## config.mk

```make
export PLATFORM = sky130hd
export DESIGN_NAME = power_reset_boot_control
export DESIGN_NICKNAME = d
export VERILOG_FILES = /design/src/verilog/pwr_pkg.sv /design/src/verilog/pin_sync_if.sv /design/src/verilog/pin_sync.sv /design/src/verilog/feat_ctl.sv /design/src/verilog/power_reset_boot_control.sv
export VERILOG_INCLUDE_DIRS = /design/src /design/src/verilog
export SDC_FILE = /design/constraint.sdc
export NUM_CORES = 1
export LEC_CHECK = 0
export ABC_AREA = 1
export BUFFER_PORTS_ARGS = -buffer_cell sky130_fd_sc_hd__buf_2
export CORE_MARGIN = 3
export CORE_UTILIZATION = 45
export DETAILED_ROUTE_END_ITERATION = 12
export GPL_ROUTABILITY_DRIVEN = 0
export SYNTH_ARGS = -nofsm -noshare
export SYNTH_HDL_FRONTEND = slang
export SYNTH_SLANG_ARGS = --single-unit
export TNS_END_PERCENT = 50
```

## constraint.sdc

```tcl
create_clock -name clk -period 1.8 [get_ports clk]
set_input_delay 0.36 -clock clk [delete_from_list [all_inputs] [get_ports clk]]
set_output_delay 0.36 -clock clk [all_outputs]
set_load 0.05 [all_outputs]
```

## src/verilog/pwr_defs.svh

```systemverilog
`ifndef PWR_DEFS_SVH
`define PWR_DEFS_SVH
`define CLK_HZ 25000000
`define HOLD_ON_MS 1000
`define POR_MS 240
`define HOLD_ON_CYC ((`CLK_HZ / 1000) * `HOLD_ON_MS)
`define POR_CYC ((`CLK_HZ / 1000) * `POR_MS)
`define CNT_W 25
`define SYNC_LAT 3
`define FEAT_INT_OFF_EN 8'h53
`define FEAT_INT_OFF_DIS 8'h54
`define BOOT_DOWNLOAD 1'h0
`endif

```

## src/verilog/pwr_pkg.sv

```systemverilog
package pwr_pkg;
  typedef enum logic [2:0] {
    ST_OFF = 3'b000,
    ST_HOLD = 3'b001,
    ST_POR = 3'b010,
    ST_INIT = 3'b011,
    ST_ON = 3'b100,
    ST_EXT_RST = 3'b101
  } pwr_state_type;
endpackage

```

## src/verilog/pin_sync_if.sv

```systemverilog
`timescale 1ns/1ps
interface pin_sync_if;
  logic on_lvl;
  logic rst_lvl_n;
  logic active_low_interrupt_pin_fall;
  modport src (output on_lvl, output rst_lvl_n, output active_low_interrupt_pin_fall);
  modport dst (input on_lvl, input rst_lvl_n, input active_low_interrupt_pin_fall);
endinterface

```

## src/verilog/pin_sync.sv

```systemverilog
`timescale 1ns/1ps
module pin_sync (
  input wire logic clk,
  input wire logic rst_n,
  input wire logic ce,
  input wire logic on_pin,
  input wire logic rst_pin_n,
  input wire logic active_low_interrupt_pin,
  pin_sync_if.src sy
);
  logic [2:0] s1_ff;
  logic [2:0] s2_ff;
  logic active_low_interrupt_pin_d_ff;
  logic [2:0] nxt_s1;
  logic [2:0] nxt_s2;
  logic nxt_active_low_interrupt_pin_d;

  // The reset and interrupt pins idle high and the on pin low, so power-up does not read a phantom falling edge.
  always_comb
  begin
    nxt_s1 = ce ? {active_low_interrupt_pin, rst_pin_n, on_pin} : s1_ff;
    nxt_s2 = ce ? s1_ff : s2_ff;
    nxt_active_low_interrupt_pin_d = ce ? s2_ff[2] : active_low_interrupt_pin_d_ff;
  end

  always_ff @(posedge clk or negedge rst_n)
  begin
    if (!rst_n)
    begin
      s1_ff <= 3'h6;
      s2_ff <= 3'h6;
      active_low_interrupt_pin_d_ff <= 1'h1;
    end
    else
    begin
      s1_ff <= nxt_s1;
      s2_ff <= nxt_s2;
      active_low_interrupt_pin_d_ff <= nxt_active_low_interrupt_pin_d;
    end
  end

  assign sy.on_lvl = s2_ff[0];
  assign sy.rst_lvl_n = s2_ff[1];
  assign sy.active_low_interrupt_pin_fall = ce & active_low_interrupt_pin_d_ff & ~s2_ff[2];

  a_active_low_interrupt_pin_edge_only: assert property (@(posedge clk) disable iff (!rst_n)
    sy.active_low_interrupt_pin_fall |-> $past(s2_ff[2]) && !s2_ff[2])
    else $error("interrupt event without falling edge");
endmodule

```

## src/verilog/feat_ctl.sv

```systemverilog
`timescale 1ns/1ps
`include "pwr_defs.svh"
module feat_ctl (
  input wire logic clk,
  input wire logic rst_n,
  input wire logic ce,
  input wire logic clr,
  input wire logic feature_mode_command,
  input wire logic [7:0] feature_code,
  output logic int_off_en
);
  logic en_ff;
  logic nxt_en;

  always_comb
  begin
    nxt_en = en_ff;
    if (ce)
    begin
      if (clr)
        nxt_en = 1'h0;
      else if (feature_mode_command && feature_code == `FEAT_INT_OFF_EN)
        nxt_en = 1'h1;
      else if (feature_mode_command && feature_code == `FEAT_INT_OFF_DIS)
        nxt_en = 1'h0;
    end
  end

  always_ff @(posedge clk or negedge rst_n)
  begin
    if (!rst_n)
      en_ff <= 1'h0;
    else
      en_ff <= nxt_en;
  end

  assign int_off_en = en_ff;

  a_feat_disable: assert property (@(posedge clk) disable iff (!rst_n)
    ce && feature_mode_command && feature_code == `FEAT_INT_OFF_DIS |=> !en_ff)
    else $error("feature 84 did not disable interrupt shutdown");
endmodule

```

## src/verilog/power_reset_boot_control.sv

```systemverilog
`timescale 1ns/1ps
`include "pwr_defs.svh"
module power_reset_boot_control
  import pwr_pkg::*;
#(
  parameter int unsigned HOLD_CYC = `HOLD_ON_CYC,
  parameter int unsigned POR_CYC = `POR_CYC
) (
  input wire logic clk,
  input wire logic rst_n,
  input wire logic ce,
  input wire logic on_pin,
  input wire logic rst_pin_n_in,
  output logic rst_pin_n_out,
  output logic rst_pin_n_oe,
  input wire logic boot_pin,
  input wire logic active_low_interrupt_pin,
  input wire logic init_done,
  input wire logic power_off_command,
  input wire logic feature_mode_command,
  input wire logic [7:0] feature_code,
  output logic ok_ack,
  output logic powered,
  output logic core_rst_n,
  output logic download_mode,
  output logic active_low_interrupt_pin_event
);
  pin_sync_if sy ();
  pwr_state_type st_ff, nxt_st;
  logic [`CNT_W-1:0] cnt_ff, nxt_cnt;
  logic ok_ff, nxt_ok;
  logic oe_ff, nxt_oe;
  logic core_rst_ff, nxt_core_rst;
  logic dl_ff, nxt_dl;
  logic ev_ff, nxt_ev;
  logic int_off_en;
  logic going_off;

  pin_sync u_sync (
    .clk(clk),
    .rst_n(rst_n),
    .ce(ce),
    .on_pin(on_pin),
    .rst_pin_n(rst_pin_n_in),
    .active_low_interrupt_pin(active_low_interrupt_pin),
    .sy(sy)
  );

  feat_ctl u_feat (
    .clk(clk),
    .rst_n(rst_n),
    .ce(ce),
    .clr(st_ff == ST_OFF),
    .feature_mode_command(feature_mode_command),
    .feature_code(feature_code),
    .int_off_en(int_off_en)
  );

  function automatic logic [`CNT_W-1:0] inc(input logic [`CNT_W-1:0] v);
    inc = v + `CNT_W'(1);
  endfunction

  // Interrupt shutdown only counts while the host has released power control.
  assign going_off = (power_off_command && !sy.on_lvl)
    || (int_off_en && sy.active_low_interrupt_pin_fall && !sy.on_lvl);

  always_comb
  begin
    nxt_st = st_ff;
    nxt_cnt = cnt_ff;
    nxt_ok = 1'h0;
    nxt_oe = oe_ff;
    nxt_core_rst = core_rst_ff;
    nxt_dl = dl_ff;
    nxt_ev = 1'h0;
    if (ce)
    begin
      nxt_ev = sy.active_low_interrupt_pin_fall && st_ff == ST_ON;
      case (st_ff)
        ST_OFF:
        begin
          nxt_cnt = '0;
          nxt_oe = 1'h1;
          nxt_core_rst = 1'h0;
          if (sy.on_lvl)
            nxt_st = ST_HOLD;
        end
        ST_HOLD:
        begin
          nxt_oe = 1'h0;
          if (!sy.on_lvl)
            nxt_st = ST_OFF;
          else if (cnt_ff == `CNT_W'(HOLD_CYC - 1))
          begin
            nxt_st = ST_POR;
            nxt_cnt = '0;
          end
          else
            nxt_cnt = inc(cnt_ff);
        end
        ST_POR:
        begin
          nxt_oe = 1'h0;
          nxt_dl = (boot_pin == `BOOT_DOWNLOAD);
          if (cnt_ff == `CNT_W'(POR_CYC - 1))
          begin
            nxt_st = ST_INIT;
            nxt_cnt = '0;
            nxt_oe = 1'h1;
            nxt_core_rst = 1'h1;
          end
          else
            nxt_cnt = inc(cnt_ff);
        end
        ST_INIT:
        begin
          // The pin was driven low until this state began and the synchroniser
          // still shows that low for a few cycles, so it is ignored until settled.
          if (cnt_ff != `CNT_W'(`SYNC_LAT))
            nxt_cnt = inc(cnt_ff);
          else if (!sy.rst_lvl_n)
          begin
            nxt_st = ST_EXT_RST;
            nxt_core_rst = 1'h0;
          end
          else if (init_done)
          begin
            nxt_st = ST_ON;
            nxt_ok = 1'h1;
          end
        end
        ST_ON:
        begin
          // A shutdown request wins over a reset pulled in the same cycle.
          if (going_off)
          begin
            nxt_st = ST_OFF;
            nxt_ok = power_off_command;
            nxt_core_rst = 1'h0;
          end
          else if (!sy.rst_lvl_n)
          begin
            nxt_st = ST_EXT_RST;
            nxt_core_rst = 1'h0;
          end
        end
        ST_EXT_RST:
        begin
          // The strap is followed for as long as reset lasts, so its level at release counts.
          nxt_dl = (boot_pin == `BOOT_DOWNLOAD);
          if (sy.rst_lvl_n)
          begin
            nxt_st = ST_ON;
            nxt_core_rst = 1'h1;
            nxt_ok = 1'h1;
          end
        end
        default:
          nxt_st = ST_OFF;
      endcase
    end
  end

  always_ff @(posedge clk or negedge rst_n)
  begin
    if (!rst_n)
    begin
      st_ff <= ST_OFF;
      cnt_ff <= '0;
      ok_ff <= 1'h0;
      oe_ff <= 1'h1;
      core_rst_ff <= 1'h0;
      dl_ff <= 1'h0;
      ev_ff <= 1'h0;
    end
    else
    begin
      st_ff <= nxt_st;
      cnt_ff <= nxt_cnt;
      ok_ff <= nxt_ok;
      oe_ff <= nxt_oe;
      core_rst_ff <= nxt_core_rst;
      dl_ff <= nxt_dl;
      ev_ff <= nxt_ev;
    end
  end

  logic pwr_ff;
  logic nxt_pwr;
  // The latch is a flop of its own so the powered output stays registered.
  always_comb
  begin
    nxt_pwr = (nxt_st == ST_POR) || (nxt_st == ST_INIT) || (nxt_st == ST_ON)
      || (nxt_st == ST_EXT_RST);
  end

  always_ff @(posedge clk or negedge rst_n)
  begin
    if (!rst_n)
      pwr_ff <= 1'h0;
    else
      pwr_ff <= nxt_pwr;
  end

  assign rst_pin_n_out = 1'h0;
  assign rst_pin_n_oe = oe_ff;
  assign ok_ack = ok_ff;
  assign powered = pwr_ff;
  assign core_rst_n = core_rst_ff;
  assign download_mode = dl_ff;
  assign active_low_interrupt_pin_event = ev_ff;

  a_hold_latch: assert property (@(posedge clk) disable iff (!rst_n)
    st_ff == ST_POR && ce && !sy.on_lvl |=> st_ff != ST_OFF)
    else $error("on state lost after latch");
  a_por_length: assert property (@(posedge clk) disable iff (!rst_n)
    st_ff == ST_POR && cnt_ff < `CNT_W'(POR_CYC - 1) |=> st_ff == ST_POR)
    else $error("power-on reset ended early");
  a_pin_driven_por: assert property (@(posedge clk) disable iff (!rst_n)
    st_ff == ST_POR |-> !rst_pin_n_oe && !core_rst_n)
    else $error("reset pin not driven low in power-on");
  a_ext_rst_hold: assert property (@(posedge clk) disable iff (!rst_n)
    st_ff == ST_EXT_RST |-> !core_rst_n)
    else $error("core left reset while pin low");
  a_ok_after_rst: assert property (@(posedge clk) disable iff (!rst_n)
    st_ff == ST_EXT_RST && ce && sy.rst_lvl_n |=> ok_ack && core_rst_n)
    else $error("no ack after external reset");
  a_init_ok: assert property (@(posedge clk) disable iff (!rst_n)
    st_ff == ST_INIT && cnt_ff == `CNT_W'(`SYNC_LAT) && ce && sy.rst_lvl_n && init_done
    |=> ok_ack && st_ff == ST_ON)
    else $error("no ack after init");
  a_off_cmd: assert property (@(posedge clk) disable iff (!rst_n)
    st_ff == ST_ON && ce && power_off_command && !sy.on_lvl |=> ok_ack ##1 !powered)
    else $error("power-off command not honoured");
  a_active_low_interrupt_pin_off: assert property (@(posedge clk) disable iff (!rst_n)
    st_ff == ST_ON && ce && int_off_en && sy.active_low_interrupt_pin_fall && !sy.on_lvl |=> st_ff == ST_OFF)
    else $error("interrupt shutdown failed");
  a_boot_sample: assert property (@(posedge clk) disable iff (!rst_n)
    st_ff == ST_POR && ce |=> download_mode == !$past(boot_pin))
    else $error("boot strap not sampled");
  a_event_pulse: assert property (@(posedge clk) disable iff (!rst_n)
    active_low_interrupt_pin_event |=> !active_low_interrupt_pin_event)
    else $error("interrupt event longer than a pulse");
  a_hold_refuse: assert property (@(posedge clk) disable iff (!rst_n)
    st_ff == ST_HOLD && ce && !sy.on_lvl |=> st_ff == ST_OFF && !powered)
    else $error("short power request not refused");
  a_por_entry: assert property (@(posedge clk) disable iff (!rst_n)
    st_ff == ST_HOLD && ce && sy.on_lvl && cnt_ff == `CNT_W'(HOLD_CYC - 1)
    |=> st_ff == ST_POR && powered)
    else $error("on state not latched after hold");
  a_core_off: assert property (@(posedge clk) disable iff (!rst_n)
    st_ff == ST_OFF |-> !core_rst_n)
    else $error("core out of reset while off");
  a_oe_off: assert property (@(posedge clk) disable iff (!rst_n)
    st_ff == ST_OFF && ce |=> rst_pin_n_oe)
    else $error("reset pin still driven while off");
  a_off_refused: assert property (@(posedge clk) disable iff (!rst_n)
    st_ff == ST_ON && ce && sy.on_lvl && sy.rst_lvl_n |=> st_ff == ST_ON && !ok_ack)
    else $error("shutdown taken with power control high");
  a_active_low_interrupt_pin_dis_stay: assert property (@(posedge clk) disable iff (!rst_n)
    st_ff == ST_ON && ce && !int_off_en && sy.active_low_interrupt_pin_fall && !power_off_command
    && sy.rst_lvl_n |=> st_ff == ST_ON)
    else $error("interrupt shutdown while disabled");
  a_event_on_only: assert property (@(posedge clk) disable iff (!rst_n)
    active_low_interrupt_pin_event |-> $past(st_ff) == ST_ON)
    else $error("interrupt event outside on state");
  a_dl_hold_on: assert property (@(posedge clk) disable iff (!rst_n)
    st_ff == ST_ON |=> $stable(download_mode))
    else $error("boot strap resampled while on");
  // A low clock enable must leave the sequencer exactly where it was.
  a_ce_freeze: assert property (@(posedge clk) disable iff (!rst_n)
    !ce |=> $stable(st_ff) && $stable(cnt_ff) && $stable(powered))
    else $error("state moved with clock enable low");

  c_power_on: cover property (@(posedge clk) disable iff (!rst_n)
    st_ff == ST_INIT ##[1:20] ok_ack);
  c_ext_reset: cover property (@(posedge clk) disable iff (!rst_n)
    st_ff == ST_EXT_RST ##1 st_ff == ST_ON);
  c_cmd_off: cover property (@(posedge clk) disable iff (!rst_n)
    st_ff == ST_ON && power_off_command ##1 st_ff == ST_OFF);
  c_active_low_interrupt_pin_off: cover property (@(posedge clk) disable iff (!rst_n)
    st_ff == ST_ON && int_off_en && sy.active_low_interrupt_pin_fall);
  c_freeze: cover property (@(posedge clk) disable iff (!rst_n)
    st_ff == ST_ON && !ce);
endmodule

```

After elaboration in Yosys (flattened, before gate mapping):

Cells that the tools add are included.

* output and inout port bits: 7
* word-level logic and storage cells: 94
* latch bits: 0
* memories kept: 0
* RAM bits: 0
* flip-flop bits (word level): 42
* bits in read-only memories: 0

* shifts and indexed selects: 0
* bitwise logic cells: 4
* $lt $le $gt $ge: 0
* reduce and logical (&&, ||, !) cells: 22
* $add $sub $neg: 1
* multipliers: 0
* mux-type cells: 36
* divide/modulo/power cells: 0
* equal/unequal tests: 19

Operators with widths (number)
* 2-to-1 mux 25 bit: 4
* one-hot mux 25 bit (4 select lines): 1
* 2-to-1 mux 3 bit: 11
* adder 25 x 1 -> 25 bit (second input constant): 1
* == test 25 x 23 -> 1 bit (second input constant): 1
* == test 25 bit (second input constant): 1
* != test 25 x 2 -> 1 bit (second input constant): 1
* one-hot mux 3 bit (6 select lines): 1
* == test 8 x 7 -> 1 bit (second input constant): 2
* 2-to-1 mux 1 bit: 16
* == test 3 x 2 -> 1 bit (second input constant): 4
* == test 3 bit (second input constant): 4
* logical AND 1 bit: 6
* != test 2 bit (second input constant): 3
* one-hot mux 1 bit (3 select lines): 2
* AND reduction 2 bit: 3
* nonzero test 3 bit: 2
* one-hot mux 1 bit (5 select lines): 1
* AND reduction 5 bit: 1
* nonzero test 5 bit: 1
* logical OR 1 bit: 4
* != test 2 x 1 -> 1 bit (second input constant): 2
* AND reduction 4 bit: 1
* nonzero test 4 bit: 1
* other kinds (6): 8

Longest topological paths before layout:

* word-level depth: 12
* mapped depth: 14
* depth with buffers taken out: 14

Cells and area by module:

A second synthesis with hierarchy kept.

* cells, all modules: 435
* area total of the unflattened synthesis: 2917.8 um^2

Modules (own cells, without submodules)
* power_reset_boot_control: cells each 381, area an instance 2512.4 um^2, instances 1, seq. area each 852.1 um^2
* pin_sync: cells each 32, area an instance 282.8 um^2, instances 1, seq. area each 181.4 um^2
* feat_ctl: cells each 22, area an instance 122.6 um^2, instances 1, seq. area each 25.0 um^2

Least setup slack after synthesis:

No wires, ideal clock.

* path type: register -> register
* start point: register cnt_ff[0]
* end point: register cnt_ff[14]
* buffers on the path: 1
* period minus slack after synthesis: 1.654 ns
* data arrival time: 1.532 ns
* slack: 0.146 ns
* stages on the path, launching flop included: 14
* library setup time: 0.122 ns
* cell sequence: dfrtp_1 -> ha_1 -> inv_1 -> nor2_1 -> nand2_1 -> nor2_2 -> nand3_2 -> o21bai_4 -> inv_2 -> buf_6 -> nand2_1 -> nand2_1 -> nand2_1 -> nor2_1

* word-level cells in the longest chain between the ends: 4
* elaborated cells between the ends (all ways): 11
* those cells by class: 1 x add/sub; 4 x eq/ne; 5 x mux; 1 x reduce/logical

RTL lines
* start, declared: line power_reset_boot_control.sv:30 `` logic [`CNT_W-1:0] cnt_ff, nxt_cnt; ``
* start signal, assigned: line power_reset_boot_control.sv:179 `cnt_ff <= nxt_cnt;`
* adder 25 x 1 -> 25 bit / == test 25 bit (equally long branches): line power_reset_boot_control.sv:60, power_reset_boot_control.sv:93
* 2-to-1 mux 25 bit: line power_reset_boot_control.sv:93 `` else if (cnt_ff == `CNT_W'(HOLD_CYC - 1)) ``
* 2-to-1 mux 25 bit: line power_reset_boot_control.sv:91 `if (!sy.on_lvl)`
* one-hot mux 25 bit (4 select lines): line power_reset_boot_control.sv:79 `case (st_ff)`

Several ways; a longest one is shown, not always the timed one. The select of a mux whose other input is x is not followed.
A chain may end at the register's enable or synchronous reset.

Worst setup path in the final report:

* start point: register cnt_ff[15]
* end point: register cnt_ff[22]

Same word-level chain as after synthesis.

==> tab_implementation.tex <==
\begin{tabular}{lr}
\hline
Metric & Value \\
\hline
\multicolumn{2}{l}{\textbf{Clock tree}} \\
\quad Number of clock sinks & 42 \\
\quad Count of hold-fix buffers inserted at cts & 0 \\
\quad CTS max path bufs & 2 \\
\quad Clock latency reported for the late side of the worst-skew pair & 0.30 ns \\
\quad Total CTS buffers & 5 \\
\quad Clock tree from TritonCTS & done \\
\quad Clock-pin transition on the worst setup and hold timing paths & 0.09 ns \\
\quad Deepest level of the CTS H-tree & 2 \\
\quad Cell at the root of the clock tree & sky130\_fd\_sc\_hd\_\_clkbuf\_8 \\
\multicolumn{2}{l}{\textbf{Routing}} \\
\quad Routed WL & 8741 um \\
\quad Antenna Violating Nets Remaining & 0 \\
\quad Total number of vias & 3182 \\
\quad DRT Pass-1 Iters & 5 \\
\quad Wirelength per Cell & 14.69 um \\
\quad Number of vias per cell & 5.348 \\
\quad Number of remaining DRC errors & 0 \\
\quad Violation count after the first detailed-route iteration & 250 \\
\multicolumn{2}{l}{\textbf{STA}} \\
\quad Number of endpoints with negative hold slack in the final report & 0 \\
\quad Worst-margin pin slew & 0.5033 ns \\
\quad Timing-limited maximum frequency & 0.5554 GHz \\
\quad Max-Slew Margin vs Limit & 66.45\% \\
\quad Setup repair after global routing missed its margin & true \\
\quad Slew Viols, Final & 0 \\
\quad Final worst path period share & 100.0\% \\
\quad Worst Slack Setup Final & -0.0004734 ns \\
\quad Final setup violation count & 1 \\
\quad Final-layout setup total negative slack & -0.0004734 ns \\
\quad Clock Skew & 0.005198 ns \\
\quad Min Tclk post-route & 1.800 ns \\
\multicolumn{2}{l}{\textbf{Floorplan}} \\
\quad Die Y & 88.06 um \\
\quad Top-level port count & 25 \\
\quad Full die area & 7755 um2 \\
\quad Std-Cell Core Area & 6422 um2 \\
\quad Die W & 88.06 um \\
\quad Initial core utilization & 47.18\% \\
\quad FP Rows & 29 \\
\multicolumn{2}{l}{\textbf{Logic synthesis}} \\
\quad \#FFs+latches synth & 42 \\
\quad Post-synth top area cell & sky130\_fd\_sc\_hd\_\_dfrtp\_1 \\
\quad Synth top area share & 29.73\% \\
\quad Synthesis Warnings & 0 \\
\quad Top cells by instance count after synthesis & sky130\_fd\_sc\_hd\_\_nand2\_1 (145), sky130\_fd\_sc\_hd\_\_nor2\_1 (70), sky130\_fd\_sc\_hd\_\_inv\_1 (46) \\
\quad Sequential fraction of the synthesis area & 34.93\% \\
\quad Count of distinct cell types in the synthesized netlist & 39 \\
\quad Share of flip-flops with an asynchronous set or reset after synthesis & 100.0\% \\
\quad Syn\_nets & 478 \\
\quad Library cell with the highest instance count after synthesis & sky130\_fd\_sc\_hd\_\_nand2\_1 \\
\quad Average cell area after synthesis & 6.602 um2 \\
\quad Leading cell types by total area after synthesis & sky130\_fd\_sc\_hd\_\_dfrtp\_1 (30\%), sky130\_fd\_sc\_hd\_\_nand2\_1 (18\%), sky130\_fd\_sc\_hd\_\_nor2\_1 (8.7\%) \\
\quad Netlist area before placement & 3030 um2 \\
\quad Number of synthesized flops with an enable pin & 0 \\
\quad Main flop type after synthesis & sky130\_fd\_sc\_hd\_\_dfrtp\_1 \\
\quad Post-synthesis cell count & 459 \\
\multicolumn{2}{l}{\textbf{Critical path}} \\
\quad Endpoint required time on the critical path & 1.98 ns \\
\quad Maximum net fanout on the critical path & 8 \\
\quad Data arrival, critical path & 1.98 ns \\
\quad Category of the worst setup path capture point & flip-flop \\
\quad Worst setup path category & reg -> reg \\
\quad Kind of launch point of the worst setup path & flip-flop \\
\multicolumn{2}{l}{\textbf{Placement}} \\
\quad Cells after DPL & 572 \\
\quad Sum of net half-perimeters after detailed placement & 6315 um \\
\quad Port-buffer cells & 23 \\
\quad Post-DP Area & 3373 um2 \\
\multicolumn{2}{l}{\textbf{Cells and area}} \\
\quad P\&R area growth vs syn & 25.35\% \\
\quad Net total in the final layout & 536 \\
\quad Post-route core utilization & 59.15\% \\
\quad Diodes inserted & 0 \\
\quad Number of fill cells & 590 \\
\quad Fin area & 3799 um2 \\
\quad Layout cell share with drive strength beyond 1 & 26.06\% \\
\quad Final Non-Filler Cells & 595 \\
\multicolumn{2}{l}{\textbf{GRT}} \\
\quad Met3 track demand over resource in global routing & 2.916\% \\
\quad Number of global-route vias before repair & 2969 \\
\quad Gr busiest metal & met2 \\
\quad Met2 track demand over resource & 40.55\% \\
\quad Global route total overflow & 0 \\
\quad Met1 routing resource usage after global routing & 30.00\% \\
\quad Maximum number of pins on one net before global-route repair & 24 \\
\quad Initial antenna violation count & 0 \\
\quad Wire length of the first global-routing pass & 13990 um \\
\quad Global routing usage summed across all routing layers & 23.21\% \\
\multicolumn{2}{l}{\textbf{Run status}} \\
\quad Result of the run & complete, but fails checks \\
\quad Violations in the final reports & negative setup slack \\
\multicolumn{2}{l}{\textbf{Min path}} \\
\quad Worst min-delay path category & in -> async \\
\multicolumn{2}{l}{\textbf{Power and ir drop}} \\
\quad Leakage power figure & 1.811 nW \\
\quad Power per standard cell area & 643.8 nW/um2 \\
\quad Peak supply drop & 0.4583 mV \\
\quad PnR Total Power & 0.002446 W \\
\multicolumn{2}{l}{\textbf{Job}} \\
\quad Max-cap violation count & 0 \\
\hline
\end{tabular}
==> routing by layer <==
metal,up-vias,routed length (um)
met5,-,0
met4,0,242
met3,24,495
met2,119,4381
met1,1458,3622
li1,1581,-
==> critical path: stages (launching register included) <==
cell                        delay (ns)
sky130_fd_sc_hd__dfrtp_1          0.50
sky130_fd_sc_hd__nor2_1           0.13
sky130_fd_sc_hd__nand2_1          0.15
sky130_fd_sc_hd__nor2_4           0.17
sky130_fd_sc_hd__nand3_4          0.09
sky130_fd_sc_hd__o21bai_4         0.19
sky130_fd_sc_hd__buf_12           0.19
sky130_fd_sc_hd__clkinv_16        0.08
sky130_fd_sc_hd__nand2_4          0.11
sky130_fd_sc_hd__o22ai_1          0.08
==> cells in the final DEF, fill, tap and decap left out, types with 11 or more instances in the layout <==
master	synthesis	routed
sky130_fd_sc_hd__nand2_1	145	135
sky130_fd_sc_hd__nor2_1	70	63
sky130_fd_sc_hd__inv_1	46	43
sky130_fd_sc_hd__nand3_1	38	36
sky130_fd_sc_hd__buf_4	1	34
sky130_fd_sc_hd__dfrtp_1	36	26
sky130_fd_sc_hd__buf_2	5	23
sky130_fd_sc_hd__o21ai_0	18	17
sky130_fd_sc_hd__nand4_1	16	16
sky130_fd_sc_hd__xor2_1	13	13
sky130_fd_sc_hd__nor3_1	12	11
==> where the power goes <==
group | internal, W | switching, W | leakage, nW
registers | 0.00100 | 0.0000421 | 0.543
logic | 0.000168 | 0.000314 | 1.20
clock network | 0.000556 | 0.000362 | 0.0683
==> worst paths after layout <==
| check | slack (ns) | from | depth (start not counted) | endpoint |
|---|---|---|---|---|
| max in group asynchronous | 1.20 | rst_n | 2 | u_sync.active_low_interrupt_pin_d_ff$_DFFE_PN1P_ |
| min | 0.01 | rst_n | 1 | cnt_ff[14]$_DFFE_PN0P_ |
| min in group clk | 0.23 | boot_pin | 2 | download_mode$_DFFE_PN0P_ |
| min reg2reg | 0.47 | u_sync.s1_ff[1]$_DFFE_PN1P_ | 2 | u_sync.s1_ff[1]$_DFFE_PN1P_ |
| max reg2reg | -0.0005 | cnt_ff[15]$_DFFE_PN0P_ | 9 | cnt_ff[22]$_DFFE_PN0P_ |
| max | -0.0005 | cnt_ff[15]$_DFFE_PN0P_ | 9 | cnt_ff[22]$_DFFE_PN0P_ |
==> state kept, by name (all words and copies together), names as in the netlist, 3 cells and up <==
name and cells:
u_sync.s2_ff 3, u_sync.s1_ff 3, st_ff 3, cnt_ff 25
==> final cells by class <==
cell class                 count  area, um2  area share, %
timing repair buffer          60      430.4          11.33
inverter                      50      214.0          5.632
tap                           77      96.34          2.536
clock buffer                   5      68.82          1.812
clock inverter                 3      68.82          1.812
multi-input combinational    356       1827          48.09
sequential                    42       1071          28.20
timing repair inverter         2      22.52         0.5929
==> cell families (layout without fill, tap and decap cells) <==
kind of cell / after synthesis / count (layout) / synth area share [%]
and+or+nand+nor: 302 / 302 / 44.38
buffers and inverters: 61 / 120 / 8.629
DFF: 42 / 42 / 34.93
AOI/OAI and AO/OA: 39 / 39 / 7.763
xor gates and xnor gates: 13 / 13 / 3.757
adders and majority gates: 1 / 1 / 0.4128
other: 1 / 1 / 0.1237
==> through the flow <==
stage / hold WS [ns] / worst slack, ns
finish: 0.01168 / -0.0004734
global route: 0.04907 / -0.08528
detailed placement: 0.3608 / -0.1069
CTS: 0.03423 / 0.01501
floorplan: 0.06441 / 0.1460
global placement: 0.3648 / -0.1046
==> timing repair <==
action,4_1_cts,5_1_grt
setup buffers,0,13
endpoints found under the setup margin,15,26
gates cloned,0,2
resized for setup,8,44
pin swaps,2,8
Power figures use the tool's default switching activity.
